===== src/hw/bso_pkg.sv =====
// Purpose: shared constants and types for the black/sync output configuration block
// Assumes: one video sample clock; four reference outputs
// Notes:   register offsets are byte addresses on a 32-bit apb slave
package bso_pkg;

  // ----------------------------------------
  // sizes
  // ----------------------------------------
  localparam int OUTPUTS = 4;
  localparam int LW      = 13;
  localparam int VW      = 12;
  localparam int HW      = 16;

  // ----------------------------------------
  // enumerations
  // ----------------------------------------
  typedef enum logic [1:0] {
    BSO_FMT_NTSC,
    BSO_FMT_NTSC_WITHOUT_PEDESTAL,
    BSO_FMT_PAL,
    BSO_FMT_HD_TRILEVEL_SYNC
  } bso_fmt_e;

  typedef enum logic [3:0] {
    BSO_SIG_BB,
    BSO_SIG_BB_FREF,
    BSO_SIG_BB_10FID,
    BSO_SIG_CB100,
    BSO_SIG_CB75,
    BSO_SIG_CB_SMPTE,
    BSO_SIG_FF40,
    BSO_SIG_OTHER1,
    BSO_SIG_OTHER2,
    BSO_SIG_BB_NO_FREF,
    BSO_SIG_CB100_RED,
    BSO_SIG_CB75_RED
  } bso_sig_e;

  typedef enum logic [3:0] {
    BSO_R1080_60I,
    BSO_R1080_59I,
    BSO_R1080_50I,
    BSO_R1080_24SF,
    BSO_R1080_23SF,
    BSO_R1080_30P,
    BSO_R1080_29P,
    BSO_R1080_25P,
    BSO_R1080_24P,
    BSO_R1080_23P,
    BSO_R720_60P,
    BSO_R720_59P,
    BSO_R720_50P
  } bso_rate_e;

  // ----------------------------------------
  // register map
  // ----------------------------------------
  localparam logic [11:0] ADDR_CTRL   = 12'h000;
  localparam logic [11:0] ADDR_STATUS = 12'h004;
  localparam logic [11:0] ADDR_FORMAT = 12'h008;
  localparam logic [11:0] ADDR_SIGNAL = 12'h00c;
  localparam logic [11:0] ADDR_VOFF   = 12'h010;
  localparam logic [11:0] ADDR_HOFF   = 12'h014;

  localparam int CTRL_DEFAULT_BIT = 0;
  localparam int CTRL_ZERO_BIT    = 1;
  localparam int CTRL_CLR_REJ_BIT = 2;
  localparam int CTRL_SEL_LSB     = 4;
  localparam int STAT_OPTION_BIT  = 0;
  localparam int STAT_GENLOCK_BIT = 1;
  localparam int STAT_REJECT_BIT  = 2;

  localparam logic [1:0]        FMT_RST  = BSO_FMT_NTSC;
  localparam logic [3:0]        SIG_RST  = BSO_SIG_BB;
  localparam logic [3:0]        RATE_RST = BSO_R1080_60I;
  localparam logic [1:0]        SEL_RST  = 2'h0;
  localparam logic signed [15:0] HOFF_RST = 16'sh0000;
  localparam logic signed [11:0] VOFF_RST = 12'sh000;

  // ----------------------------------------
  // timing: step size and line/frame lengths
  // ----------------------------------------
  localparam int STEP_SD_PS = 18500;
  localparam int STEP_HD_PS = 13500;
  localparam logic [12:0] NTSC_LINE = 13'd3432;
  localparam logic [12:0] PAL_LINE  = 13'd3456;
  localparam logic [11:0] NTSC_CF   = 12'd1050;
  localparam logic [11:0] PAL_CF    = 12'd2500;
  localparam logic [11:0] HD1080_FR = 12'd1125;
  localparam logic [11:0] HD720_FR  = 12'd750;
  localparam logic [12:0] HD_LINE [0:12] = '{13'd2200, 13'd2200, 13'd2640, 13'd2750,
    13'd2750, 13'd2200, 13'd2200, 13'd2640, 13'd2750, 13'd2750, 13'd1650, 13'd1650,
    13'd1980};

  function automatic logic [12:0] bso_line_clocks(input logic [1:0] fmt,
                                                  input logic [3:0] sig);
    logic [12:0] r;
    r = NTSC_LINE;
    if (fmt == BSO_FMT_PAL) begin
      r = PAL_LINE;
    end else if (fmt == BSO_FMT_HD_TRILEVEL_SYNC && sig <= BSO_R720_50P) begin
      r = HD_LINE[sig];
    end
    return r;
  endfunction : bso_line_clocks

  function automatic logic [11:0] bso_period_lines(input logic [1:0] fmt,
                                                   input logic [3:0] sig);
    logic [11:0] r;
    r = NTSC_CF;
    if (fmt == BSO_FMT_PAL) begin
      r = PAL_CF;
    end else if (fmt == BSO_FMT_HD_TRILEVEL_SYNC) begin
      r = (sig >= BSO_R720_60P) ? HD720_FR : HD1080_FR;
    end
    return r;
  endfunction : bso_period_lines

endpackage : bso_pkg


===== src/hw/bso_tim_if.sv =====
// Purpose: per-output timing carrier between configuration and frame offset logic
// Assumes: one clock domain
// Notes:   ctl drives settings, tim returns the delayed frame start
`timescale 1ns/1ps
interface bso_tim_if #(
  parameter int LW = 13,
  parameter int VW = 12,
  parameter int HW = 16
);
  logic [LW-1:0]        line_len;
  logic [VW-1:0]        period;
  logic signed [HW-1:0] hoff;
  logic signed [VW-1:0] voff;
  logic                 restart;
  logic                 ref_pulse;
  logic                 frame_start;

  modport ctl (output line_len, period, hoff, voff, restart, ref_pulse, input frame_start);
  modport tim (input line_len, period, hoff, voff, restart, ref_pulse, output frame_start);
endinterface : bso_tim_if


===== src/hw/bso_frame_offset.sv =====
// Purpose: delays one output's frame start against the frame reference
// Assumes: offsets already range limited by the configuration logic
// Notes:   a negative horizontal offset borrows one line from the vertical
`timescale 1ns/1ps
module bso_frame_offset
  import bso_pkg::*;
#(
  parameter int LW = 13,
  parameter int VW = 12,
  parameter int HW = 16
)(
  input  wire logic clk,
  input  wire logic rst,
  bso_tim_if.tim    t
);
  logic [LW-1:0]     rh;
  logic [VW-1:0]     rv;
  logic              running;
  logic signed [HW:0] hs;
  logic signed [HW:0] vs;
  logic [LW-1:0]     th;
  logic [VW-1:0]     tv;

  // ----------------------------------------
  // target position in reference coordinates
  // ----------------------------------------
  always_comb begin
    hs = (HW+1)'(t.hoff);
    vs = (HW+1)'(t.voff);
    if (hs < 0) begin
      hs = hs + $signed({{(HW+1-LW){1'b0}}, t.line_len});
      vs = vs - 17'sd1;
    end
    if (vs < 0) begin
      vs = vs + $signed({{(HW+1-VW){1'b0}}, t.period});
    end
    th = hs[LW-1:0];
    tv = vs[VW-1:0];
  end

  // ----------------------------------------
  // reference position counters
  // ----------------------------------------
  always_ff @(posedge clk) begin
    if (rst || t.restart) begin
      rh      <= '0;
      rv      <= '0;
      running <= 1'b0;
    end else if (t.ref_pulse) begin
      rh      <= '0;
      rv      <= '0;
      running <= 1'b1;
    end else if (rh >= t.line_len - LW'(1)) begin
      rh <= '0;
      rv <= (rv >= t.period - VW'(1)) ? '0 : rv + VW'(1);
    end else begin
      rh <= rh + LW'(1);
    end
  end

  always_ff @(posedge clk) begin
    if (rst || t.restart) begin
      t.frame_start <= 1'b0;
    end else begin
      t.frame_start <= running && (rh == th) && (rv == tv);
    end
  end
endmodule : bso_frame_offset


===== src/hw/bso_sig_check.sv =====
// Purpose: legality of a signal choice for an output, format and option state
// Assumes: encodings from bso_pkg
// Notes:   purely combinational
`timescale 1ns/1ps
module bso_sig_check
  import bso_pkg::*;
(
  input  wire logic [1:0] fmt,
  input  wire logic [3:0] sig,
  input  wire logic [1:0] out_idx,
  input  wire logic       option,
  output logic            valid
);
  logic opt_ok;

  always_comb begin
    opt_ok = option && (out_idx >= 2'd2);
    case (fmt)
      BSO_FMT_NTSC, BSO_FMT_NTSC_WITHOUT_PEDESTAL: begin
        if (sig == BSO_SIG_BB || sig == BSO_SIG_BB_FREF) begin
          valid = 1'b1;
        end else if (sig >= BSO_SIG_BB_10FID && sig <= BSO_SIG_OTHER2) begin
          valid = opt_ok;
        end else begin
          valid = 1'b0;
        end
      end
      BSO_FMT_PAL: begin
        if (sig == BSO_SIG_BB || sig == BSO_SIG_BB_NO_FREF) begin
          valid = 1'b1;
        end else if (sig == BSO_SIG_CB100 || sig == BSO_SIG_CB75 || sig == BSO_SIG_FF40
                     || sig == BSO_SIG_OTHER1 || sig == BSO_SIG_OTHER2
                     || sig == BSO_SIG_CB100_RED || sig == BSO_SIG_CB75_RED) begin
          valid = opt_ok;
        end else begin
          valid = 1'b0;
        end
      end
      BSO_FMT_HD_TRILEVEL_SYNC: begin
        valid = (sig <= BSO_R720_50P);
      end
      default: begin
        valid = 1'b0;
      end
    endcase
  end
endmodule : bso_sig_check


===== src/hw/bso_top.sv =====
// Purpose: apb configuration and timing offsets for four black/sync reference outputs
// Assumes: apb with 32-bit data; frame reference pins are asynchronous
// Notes:   one output is selected at a time for format, signal and offset access
`timescale 1ns/1ps

// Function
// - four outputs each keep their own format, signal and offsets, edited one at a time.
// - the format of an output is ntsc, ntsc without pedestal, pal or hd trilevel sync.
// - a format change may restart that output's timing abruptly.
// - the legal signal choices depend on the output's current format.
// - ntsc formats offer black burst and burst with field reference, extras with option.
// - pal offers black burst and burst without field reference, extras with option.
// - hd_trilevel_sync_format picks one of ten 1080-line rates or three 720-line rates.
// - option signals need the color bars option and only outputs three and four.
// - offsets count from the genlock frame when present, else from the internal frame.
// - ntsc or pal vertical offset is limited to half a color frame in line steps.
// - hd vertical offset is limited to half a frame in line steps.
// - horizontal offset spans minus to plus one line in whole clock steps.
// - a reset-offset request zeroes the selected output's timing offset.
// - a factory default sets all outputs to ntsc, black burst and zero offsets.
// - the color bars option shows as one status flag, one when present.
// - a horizontal request beyond one line carries the excess into the vertical offset.
module bso_top
  import bso_pkg::*;
#(
  parameter int N_OUT = bso_pkg::OUTPUTS
)(
  input  wire logic                      clk,
  input  wire logic                      rst,
  input  wire logic                      psel,
  input  wire logic                      penable,
  input  wire logic                      pwrite,
  input  wire logic [11:0]               paddr,
  input  wire logic [31:0]               pwdata,
  output logic      [31:0]               prdata,
  output logic                           pready,
  output logic                           pslverr,
  input  wire logic                      genlock_present_pin,
  input  wire logic                      genlock_frame_pin,
  input  wire logic                      color_bars_option_pin,
  input  wire logic                      internal_frame,
  output logic [bso_pkg::OUTPUTS-1:0][1:0] out_format,
  output logic [bso_pkg::OUTPUTS-1:0][3:0] out_signal,
  output logic [bso_pkg::OUTPUTS-1:0]      frame_start
);
  import bso_pkg::*;

  // ----------------------------------------
  // elaboration check
  // ----------------------------------------
  if (N_OUT != OUTPUTS) begin : g_bad_outputs
    $error("bso_top serves exactly four outputs");
  end

  // ----------------------------------------
  // state
  // ----------------------------------------
  logic [1:0]           fmt_q   [OUTPUTS];
  logic [3:0]           sig_q   [OUTPUTS];
  logic signed [HW-1:0] hoff_q  [OUTPUTS];
  logic signed [VW-1:0] voff_q  [OUTPUTS];
  logic [OUTPUTS-1:0]   restart;
  logic [1:0]           sel_q;
  logic                 reject_q;
  logic [2:0]           s1;
  logic [2:0]           s2;
  logic [2:0]           s3;
  logic [2:0]           filt;
  logic                 gl_frame_d;
  logic                 gl_rise;
  logic                 ref_pulse;
  logic                 sig_valid;
  logic                 wr;
  logic [31:0]          rd_val;
  logic signed [HW-1:0] line_s;
  logic signed [HW-1:0] half_s;
  logic signed [HW-1:0] next_h;
  logic signed [HW-1:0] next_v;
  logic signed [HW-1:0] next_vw;

  // ----------------------------------------
  // decode
  // ----------------------------------------
  function automatic logic is_addr(input logic [11:0] a, input logic [11:0] reg_addr);
    return a == reg_addr;
  endfunction : is_addr

  function automatic logic mapped(input logic [11:0] a);
    return is_addr(a, ADDR_CTRL) || is_addr(a, ADDR_STATUS) || is_addr(a, ADDR_FORMAT)
           || is_addr(a, ADDR_SIGNAL) || is_addr(a, ADDR_VOFF) || is_addr(a, ADDR_HOFF);
  endfunction : mapped

  assign pready  = 1'b1;
  assign pslverr = psel && penable && !mapped(paddr);
  assign wr      = psel && penable && pwrite && mapped(paddr);

  // ----------------------------------------
  // pin synchronisers: 0 genlock present, 1 genlock frame, 2 option
  // ----------------------------------------
  always_ff @(posedge clk) begin
    s1 <= {color_bars_option_pin, genlock_frame_pin, genlock_present_pin};
    s2 <= s1;
    s3 <= s2;
  end

  always_ff @(posedge clk) begin
    if (rst) begin
      filt       <= 3'h0;
      gl_frame_d <= 1'b0;
    end else begin
      for (int i = 0; i < 3; i++) begin
        if (s2[i] == s3[i]) begin
          filt[i] <= s3[i];
        end
      end
      gl_frame_d <= filt[1];
    end
  end

  assign gl_rise   = filt[1] && !gl_frame_d;
  assign ref_pulse = filt[0] ? gl_rise : internal_frame;

  // ----------------------------------------
  // signal legality for the selected output
  // ----------------------------------------
  bso_sig_check u_check (
    .fmt     (fmt_q[sel_q]),
    .sig     (pwdata[3:0]),
    .out_idx (sel_q),
    .option  (filt[2]),
    .valid   (sig_valid)
  );

  // ----------------------------------------
  // offset limiting and carry
  // ----------------------------------------
  always_comb begin
    line_s  = $signed({3'b000, bso_line_clocks(fmt_q[sel_q], sig_q[sel_q])});
    half_s  = $signed({4'h0, bso_period_lines(fmt_q[sel_q], sig_q[sel_q]) >> 1});
    next_h  = $signed(pwdata[HW-1:0]);
    next_v  = HW'(voff_q[sel_q]);
    next_vw = $signed(pwdata[HW-1:0]);
    if (next_h >= line_s) begin
      next_h = next_h - line_s;
      next_v = next_v + 16'sd1;
    end else if (next_h <= -line_s) begin
      next_h = next_h + line_s;
      next_v = next_v - 16'sd1;
    end
    if (next_h >= line_s) begin
      next_h = line_s - 16'sd1;
    end else if (next_h <= -line_s) begin
      next_h = 16'sd1 - line_s;
    end
    if (next_v > half_s) begin
      next_v = half_s;
    end else if (next_v < -half_s) begin
      next_v = -half_s;
    end
    if (next_vw > half_s) begin
      next_vw = half_s;
    end else if (next_vw < -half_s) begin
      next_vw = -half_s;
    end
  end

  // ----------------------------------------
  // output select and control
  // ----------------------------------------
  always_ff @(posedge clk) begin
    if (rst) begin
      sel_q <= SEL_RST;
    end else if (wr && is_addr(paddr, ADDR_CTRL)) begin
      sel_q <= pwdata[CTRL_SEL_LSB +: 2];
    end
  end

  always_ff @(posedge clk) begin
    if (rst) begin
      reject_q <= 1'b0;
    end else if (wr && is_addr(paddr, ADDR_SIGNAL) && !sig_valid) begin
      reject_q <= 1'b1;
    end else if (wr && is_addr(paddr, ADDR_CTRL) && pwdata[CTRL_CLR_REJ_BIT]) begin
      reject_q <= 1'b0;
    end
  end

  // ----------------------------------------
  // per-output configuration
  // ----------------------------------------
  always_ff @(posedge clk) begin
    restart <= '0;
    if (rst || (wr && is_addr(paddr, ADDR_CTRL) && pwdata[CTRL_DEFAULT_BIT])) begin
      for (int i = 0; i < OUTPUTS; i++) begin
        fmt_q[i]  <= FMT_RST;
        sig_q[i]  <= SIG_RST;
        hoff_q[i] <= HOFF_RST;
        voff_q[i] <= VOFF_RST;
      end
      restart <= '1;
    end else if (wr && is_addr(paddr, ADDR_CTRL) && pwdata[CTRL_ZERO_BIT]) begin
      hoff_q[pwdata[CTRL_SEL_LSB +: 2]] <= HOFF_RST;
      voff_q[pwdata[CTRL_SEL_LSB +: 2]] <= VOFF_RST;
    end else if (wr && is_addr(paddr, ADDR_FORMAT)) begin
      fmt_q[sel_q]   <= pwdata[1:0];
      sig_q[sel_q]   <= (pwdata[1:0] == BSO_FMT_HD_TRILEVEL_SYNC) ? RATE_RST : SIG_RST;
      hoff_q[sel_q]  <= HOFF_RST;
      voff_q[sel_q]  <= VOFF_RST;
      restart[sel_q] <= 1'b1;
    end else if (wr && is_addr(paddr, ADDR_SIGNAL) && sig_valid) begin
      sig_q[sel_q]   <= pwdata[3:0];
      restart[sel_q] <= 1'b1;
    end else if (wr && is_addr(paddr, ADDR_VOFF)) begin
      voff_q[sel_q] <= next_vw[VW-1:0];
    end else if (wr && is_addr(paddr, ADDR_HOFF)) begin
      hoff_q[sel_q] <= next_h;
      voff_q[sel_q] <= next_v[VW-1:0];
    end
  end

  // ----------------------------------------
  // read data
  // ----------------------------------------
  always_comb begin
    rd_val = 32'h0000_0000;
    if (is_addr(paddr, ADDR_CTRL)) begin
      rd_val[CTRL_SEL_LSB +: 2] = sel_q;
    end else if (is_addr(paddr, ADDR_STATUS)) begin
      rd_val[STAT_OPTION_BIT]  = filt[2];
      rd_val[STAT_GENLOCK_BIT] = filt[0];
      rd_val[STAT_REJECT_BIT]  = reject_q;
    end else if (is_addr(paddr, ADDR_FORMAT)) begin
      rd_val[1:0] = fmt_q[sel_q];
    end else if (is_addr(paddr, ADDR_SIGNAL)) begin
      rd_val[3:0] = sig_q[sel_q];
    end else if (is_addr(paddr, ADDR_VOFF)) begin
      rd_val = 32'(voff_q[sel_q]);
    end else if (is_addr(paddr, ADDR_HOFF)) begin
      rd_val = 32'(hoff_q[sel_q]);
    end
  end

  always_ff @(posedge clk) begin
    if (rst) begin
      prdata <= 32'h0000_0000;
    end else if (psel && !penable && !pwrite) begin
      prdata <= rd_val;
    end
  end

  // ----------------------------------------
  // per-output timing
  // ----------------------------------------
  for (genvar g = 0; g < OUTPUTS; g++) begin : g_out
    bso_tim_if #(.LW(LW), .VW(VW), .HW(HW)) tif ();

    assign tif.line_len  = bso_line_clocks(fmt_q[g], sig_q[g]);
    assign tif.period    = bso_period_lines(fmt_q[g], sig_q[g]);
    assign tif.hoff      = hoff_q[g];
    assign tif.voff      = voff_q[g];
    assign tif.restart   = restart[g];
    assign tif.ref_pulse = ref_pulse;
    assign frame_start[g] = tif.frame_start;
    assign out_format[g]  = fmt_q[g];
    assign out_signal[g]  = sig_q[g];

    bso_frame_offset #(.LW(LW), .VW(VW), .HW(HW)) u_tim (
      .clk (clk),
      .rst (rst),
      .t   (tif.tim)
    );
  end
endmodule : bso_top


===== config.mk =====
export PLATFORM = sky130hd
export DESIGN_NAME = bso_top
export DESIGN_NICKNAME = d
export VERILOG_FILES = /design/src/hw/bso_pkg.sv /design/src/hw/bso_tim_if.sv /design/src/hw/bso_frame_offset.sv /design/src/hw/bso_sig_check.sv /design/src/hw/bso_top.sv
export SDC_FILE = /design/constraint.sdc
export NUM_CORES = 1
export LEC_CHECK = 0
export BUFFER_PORTS_ARGS = -buffer_cell sky130_fd_sc_hd__buf_2
export CAP_MARGIN = 15
export CORE_ASPECT_RATIO = 1.75
export CORE_MARGIN = 5
export CORE_UTILIZATION = 40
export CTS_CLUSTER_SIZE = 8
export DETAILED_ROUTE_END_ITERATION = 12
export PLACE_DENSITY = 0.62
export SETUP_SLACK_MARGIN = 0.4
export SLEW_MARGIN = 20
export SYNTH_ARGS = -nofsm -noshare
export SYNTH_HDL_FRONTEND = slang
export SYNTH_HIERARCHICAL = 1
export SYNTH_SLANG_ARGS = --single-unit

===== constraint.sdc =====
create_clock -name clk -period 17.1 [get_ports clk]
set_input_delay 0.855 -clock clk [delete_from_list [all_inputs] [get_ports clk]]
set_output_delay 0.855 -clock clk [all_outputs]
set_load 0.005 [all_outputs]

==> results.md <==
- Fin. Hold Viols: 0
- Synthesis warning total: 6
- Worst path most repeated cell: o21a_1
- CTS Hold Bufs: 0
- Final worst slack: about 7.4 ns
- Post-Syn Instances: 3685
- CTS Buf Count: between 40 and 50
- Post-synth top cells: 408 x nor2_1, 357 x ha_1, 295 x nand2_1
- Post-synth top area cell: ha_1
- Die ar.: ~82000 sq um
- Worst-margin pin slew: 1.142 ns
- Pre-CTS setup slack: approximately 7.6 ns
- Proportion of synthesized area in mux cells: approximately 4.4%
- Status: finished, final reports clean
- Antenna violations before repair: 1
- RSZ-0062 raised after global routing: no
- First-pass GRT wire length: around 160000 um
- Via density: 5.865
- CTS tree: yes
- Most frequent cell after synthesis: nor2_1
- N_diodes: 0
- Kind of critical path: reg2reg
- Maximum vdd drop: roughly 0.00007 V
- Yosys reg bits: 282
- Max Slew Vio Count: 0
- Clock transition at the registers of the reported paths: 0.05 ns
- Max incr delay on CP: 0.86 ns
- Finished Core Util: 43.92%
- Vias in the first global route: 27490
- Leakage: 13.52 nW
- Ys async rst share: 0%
- Post-synth EDFFs: 136
- Sequential-to-total area share from yosys stat: 23.10%
- CP Launch Type: flop
- Post-synth top area share: 14.73%
- Pin count of the biggest net entering global routing: 39
- Initial Util: 40.33%
- Boundary pin count: 115
- Final period utilization: 56.86%
- Post-Synth Simple-Gate Area: between 20% and 30%
- RePlAce Congestion: ~0.94
- Setup_tns: 0 ns
- # rows: 133
- Top FF cell, synth: dfxtp_1
- Cell area after synthesis: a little over 30000 sq um
- Share of layout cells above drive strength 1: 8.104%
- Worst-path fanout max: 21
- H-tree levels: 2
- Synth-to-Final Area Change: 8.901%
- CP Data Arrival Time: 10.02 ns
- Port buffer count: 97
- Die H: roughly 370 um
- Largest family of logic cells by synthesized area: simple AND/OR/NAND/NOR gates
- Resized Gates After CTS: 0
- Antenna-violating nets left: 0
- Synth Area in Compound Gates: 18.99%
- Worst setup EP type: flop
- TritonRoute pass-1 iters: 5
- Cell variety after synth: 118
- Slowest cell on the critical path: o311ai_1
- DRC viols: 0
- Initial drt markers: ~1800
- Postcts setup bufs: 0
- PD cells: approximately 63 nW/um^2
- DR WL/cell: about 22 um
- Max Freq: 0.1029 GHz
- Final net count: about 4200
- Final WL: between 100000 and 150000 um
- Post-Synth XOR/XNOR Area: 10.89%
- Total GRT Usage: 24.76%
- Clock Tree Buf Depth: 3
- Post-synthesis adder-cell area fraction: 15.49%
- Headroom to the max-slew limit: 23.27%
- Clock Skew: 0.02742 ns
- Fillers: around 7700
- Max_cap viols: 0
- Dpl hpwl: 84970 um
- Post-route cell area: 33030 sq um
- Tmin final: 9.722 ns
- Core Area: 75220 sq um
- Crit path required time: roughly 17 ns
- Vias: 28080
- Die Span X: 218.2 um
- Syn Area/Cell: between 8 and 9 sq um
- Clock Latency Late Sink: 0.60 ns
- Clock sinks: 282
- Grt ovf: 0
- Post-place instance area: between 30000 and 40000 sq um
- Fin Hold WS: between 0.3 and 0.4 ns
- Final setup viols: 0
- Hold/Removal Path Class: reg2reg
- CTS Root Cell: clkbuf_16
- Top post-synthesis cells by area: ha_1 15%, edfxtp_1 13%, dfxtp_1 9.6%
## per-stage QoR
step           std cells  power [mW]
2_1_floorplan       3720       1.132
3_3_place_gp        4717       1.280
3_5_place_dp        4717       1.286
4_1_cts             4788       2.093
5_1_grt             4788       2.178
6_report            4788       2.086
## report_power, final
group | switching [mW] | internal [mW]
clock network | 0.332 | 0.470
logic | 0.324 | 0.201
registers | 0.0344 | 0.724
total | 0.690 | 1.40
## worst max-delay path: cells and delay by family (launching register included)
family                   cells  cell delay, ns
buffers and inverters        7            1.54
flip-flops                   1            0.64
adder cells (fa/ha/maj)      3            0.93
AO/OA/AOI/OAI               18            5.09
multiplexers                 1            0.52
AND/OR/NAND/NOR              3            0.67
## final timing paths
path / start / to / slack, ns / cells after the start
setup reg to reg: flop / hoff_q[2][9]$_SDFFCE_PN0P_ / 7.38 / 32
hold reg to reg: s1[2]$_DFF_P_ / s2[2]$_DFF_P_ / 0.32 / 0
hold / removal: s1[2]$_DFF_P_ / s2[2]$_DFF_P_ / 0.32 / 0
setup / recovery: flop / hoff_q[2][9]$_SDFFCE_PN0P_ / 7.38 / 32
## registers in the layout, indices dropped and copies added (netlist names), 3 cells and up, named ones only
| name | count |
|---|---|
| prdata | 16 |
| g_out.u_tim/running | 4 |
| g_out.u_tim/rh | 52 |
| s2 | 3 |
| s1 | 3 |
| voff_q | 48 |
| g_out.u_tim/t.frame_start | 4 |
| fmt_q | 8 |
| g_out.u_tim/rv | 48 |
| filt | 3 |
| hoff_q | 64 |
| sig_q | 16 |
| restart | 4 |
| s3 | 3 |
## kinds of logic (layout without fill, tap and decap cells)
kind of cell / Yosys count / after routing
other: 2 / 37
AND/OR/NAND/NOR: 1346 / 1346
multiplexers: 90 / 90
AO/OA/AOI/OAI: 870 / 870
flip-flops: 282 / 282
adder cells (fa/ha/maj): 370 / 370
XOR/XNOR: 371 / 371
buffers and inverters: 354 / 410
## layer usage
metal | GRT usage [%] | vias to the layer above | wire length [um]
li1 | - | 13435 | -
met1 | 26.60 | 13353 | 38190
met2 | 44.68 | 980 | 52560
met3 | 2.807 | 312 | 5288
met4 | 17.32 | 0 | 8884
met5 | 0 | - | 0
## layout make-up
cell class	count	area, sq um	area share (%)
clock inverters	4	61.31	0.1856
inverters	217	839.6	2.541
multi-input cells	3084	22010	66.63
flip-flops and latches	282	7008	21.21
clock buffers	67	1175	3.557
repair buffers	122	673.1	2.038
well taps	1012	1266	3.833
## cell usage in the layout (no fill, tap or decap), types with 97 or more instances in the layout
cell	n
a21oi_1	218
o21ai_0	194
ha_1	357
nor2_1	407
nand3_1	106
edfxtp_1	136
xor2_1	137
xnor2_1	230
dfxtp_1	145
nand2_1	295
buf_2	97
nor3_1	125
inv_1	209
(Power assumes the default switching activity.)
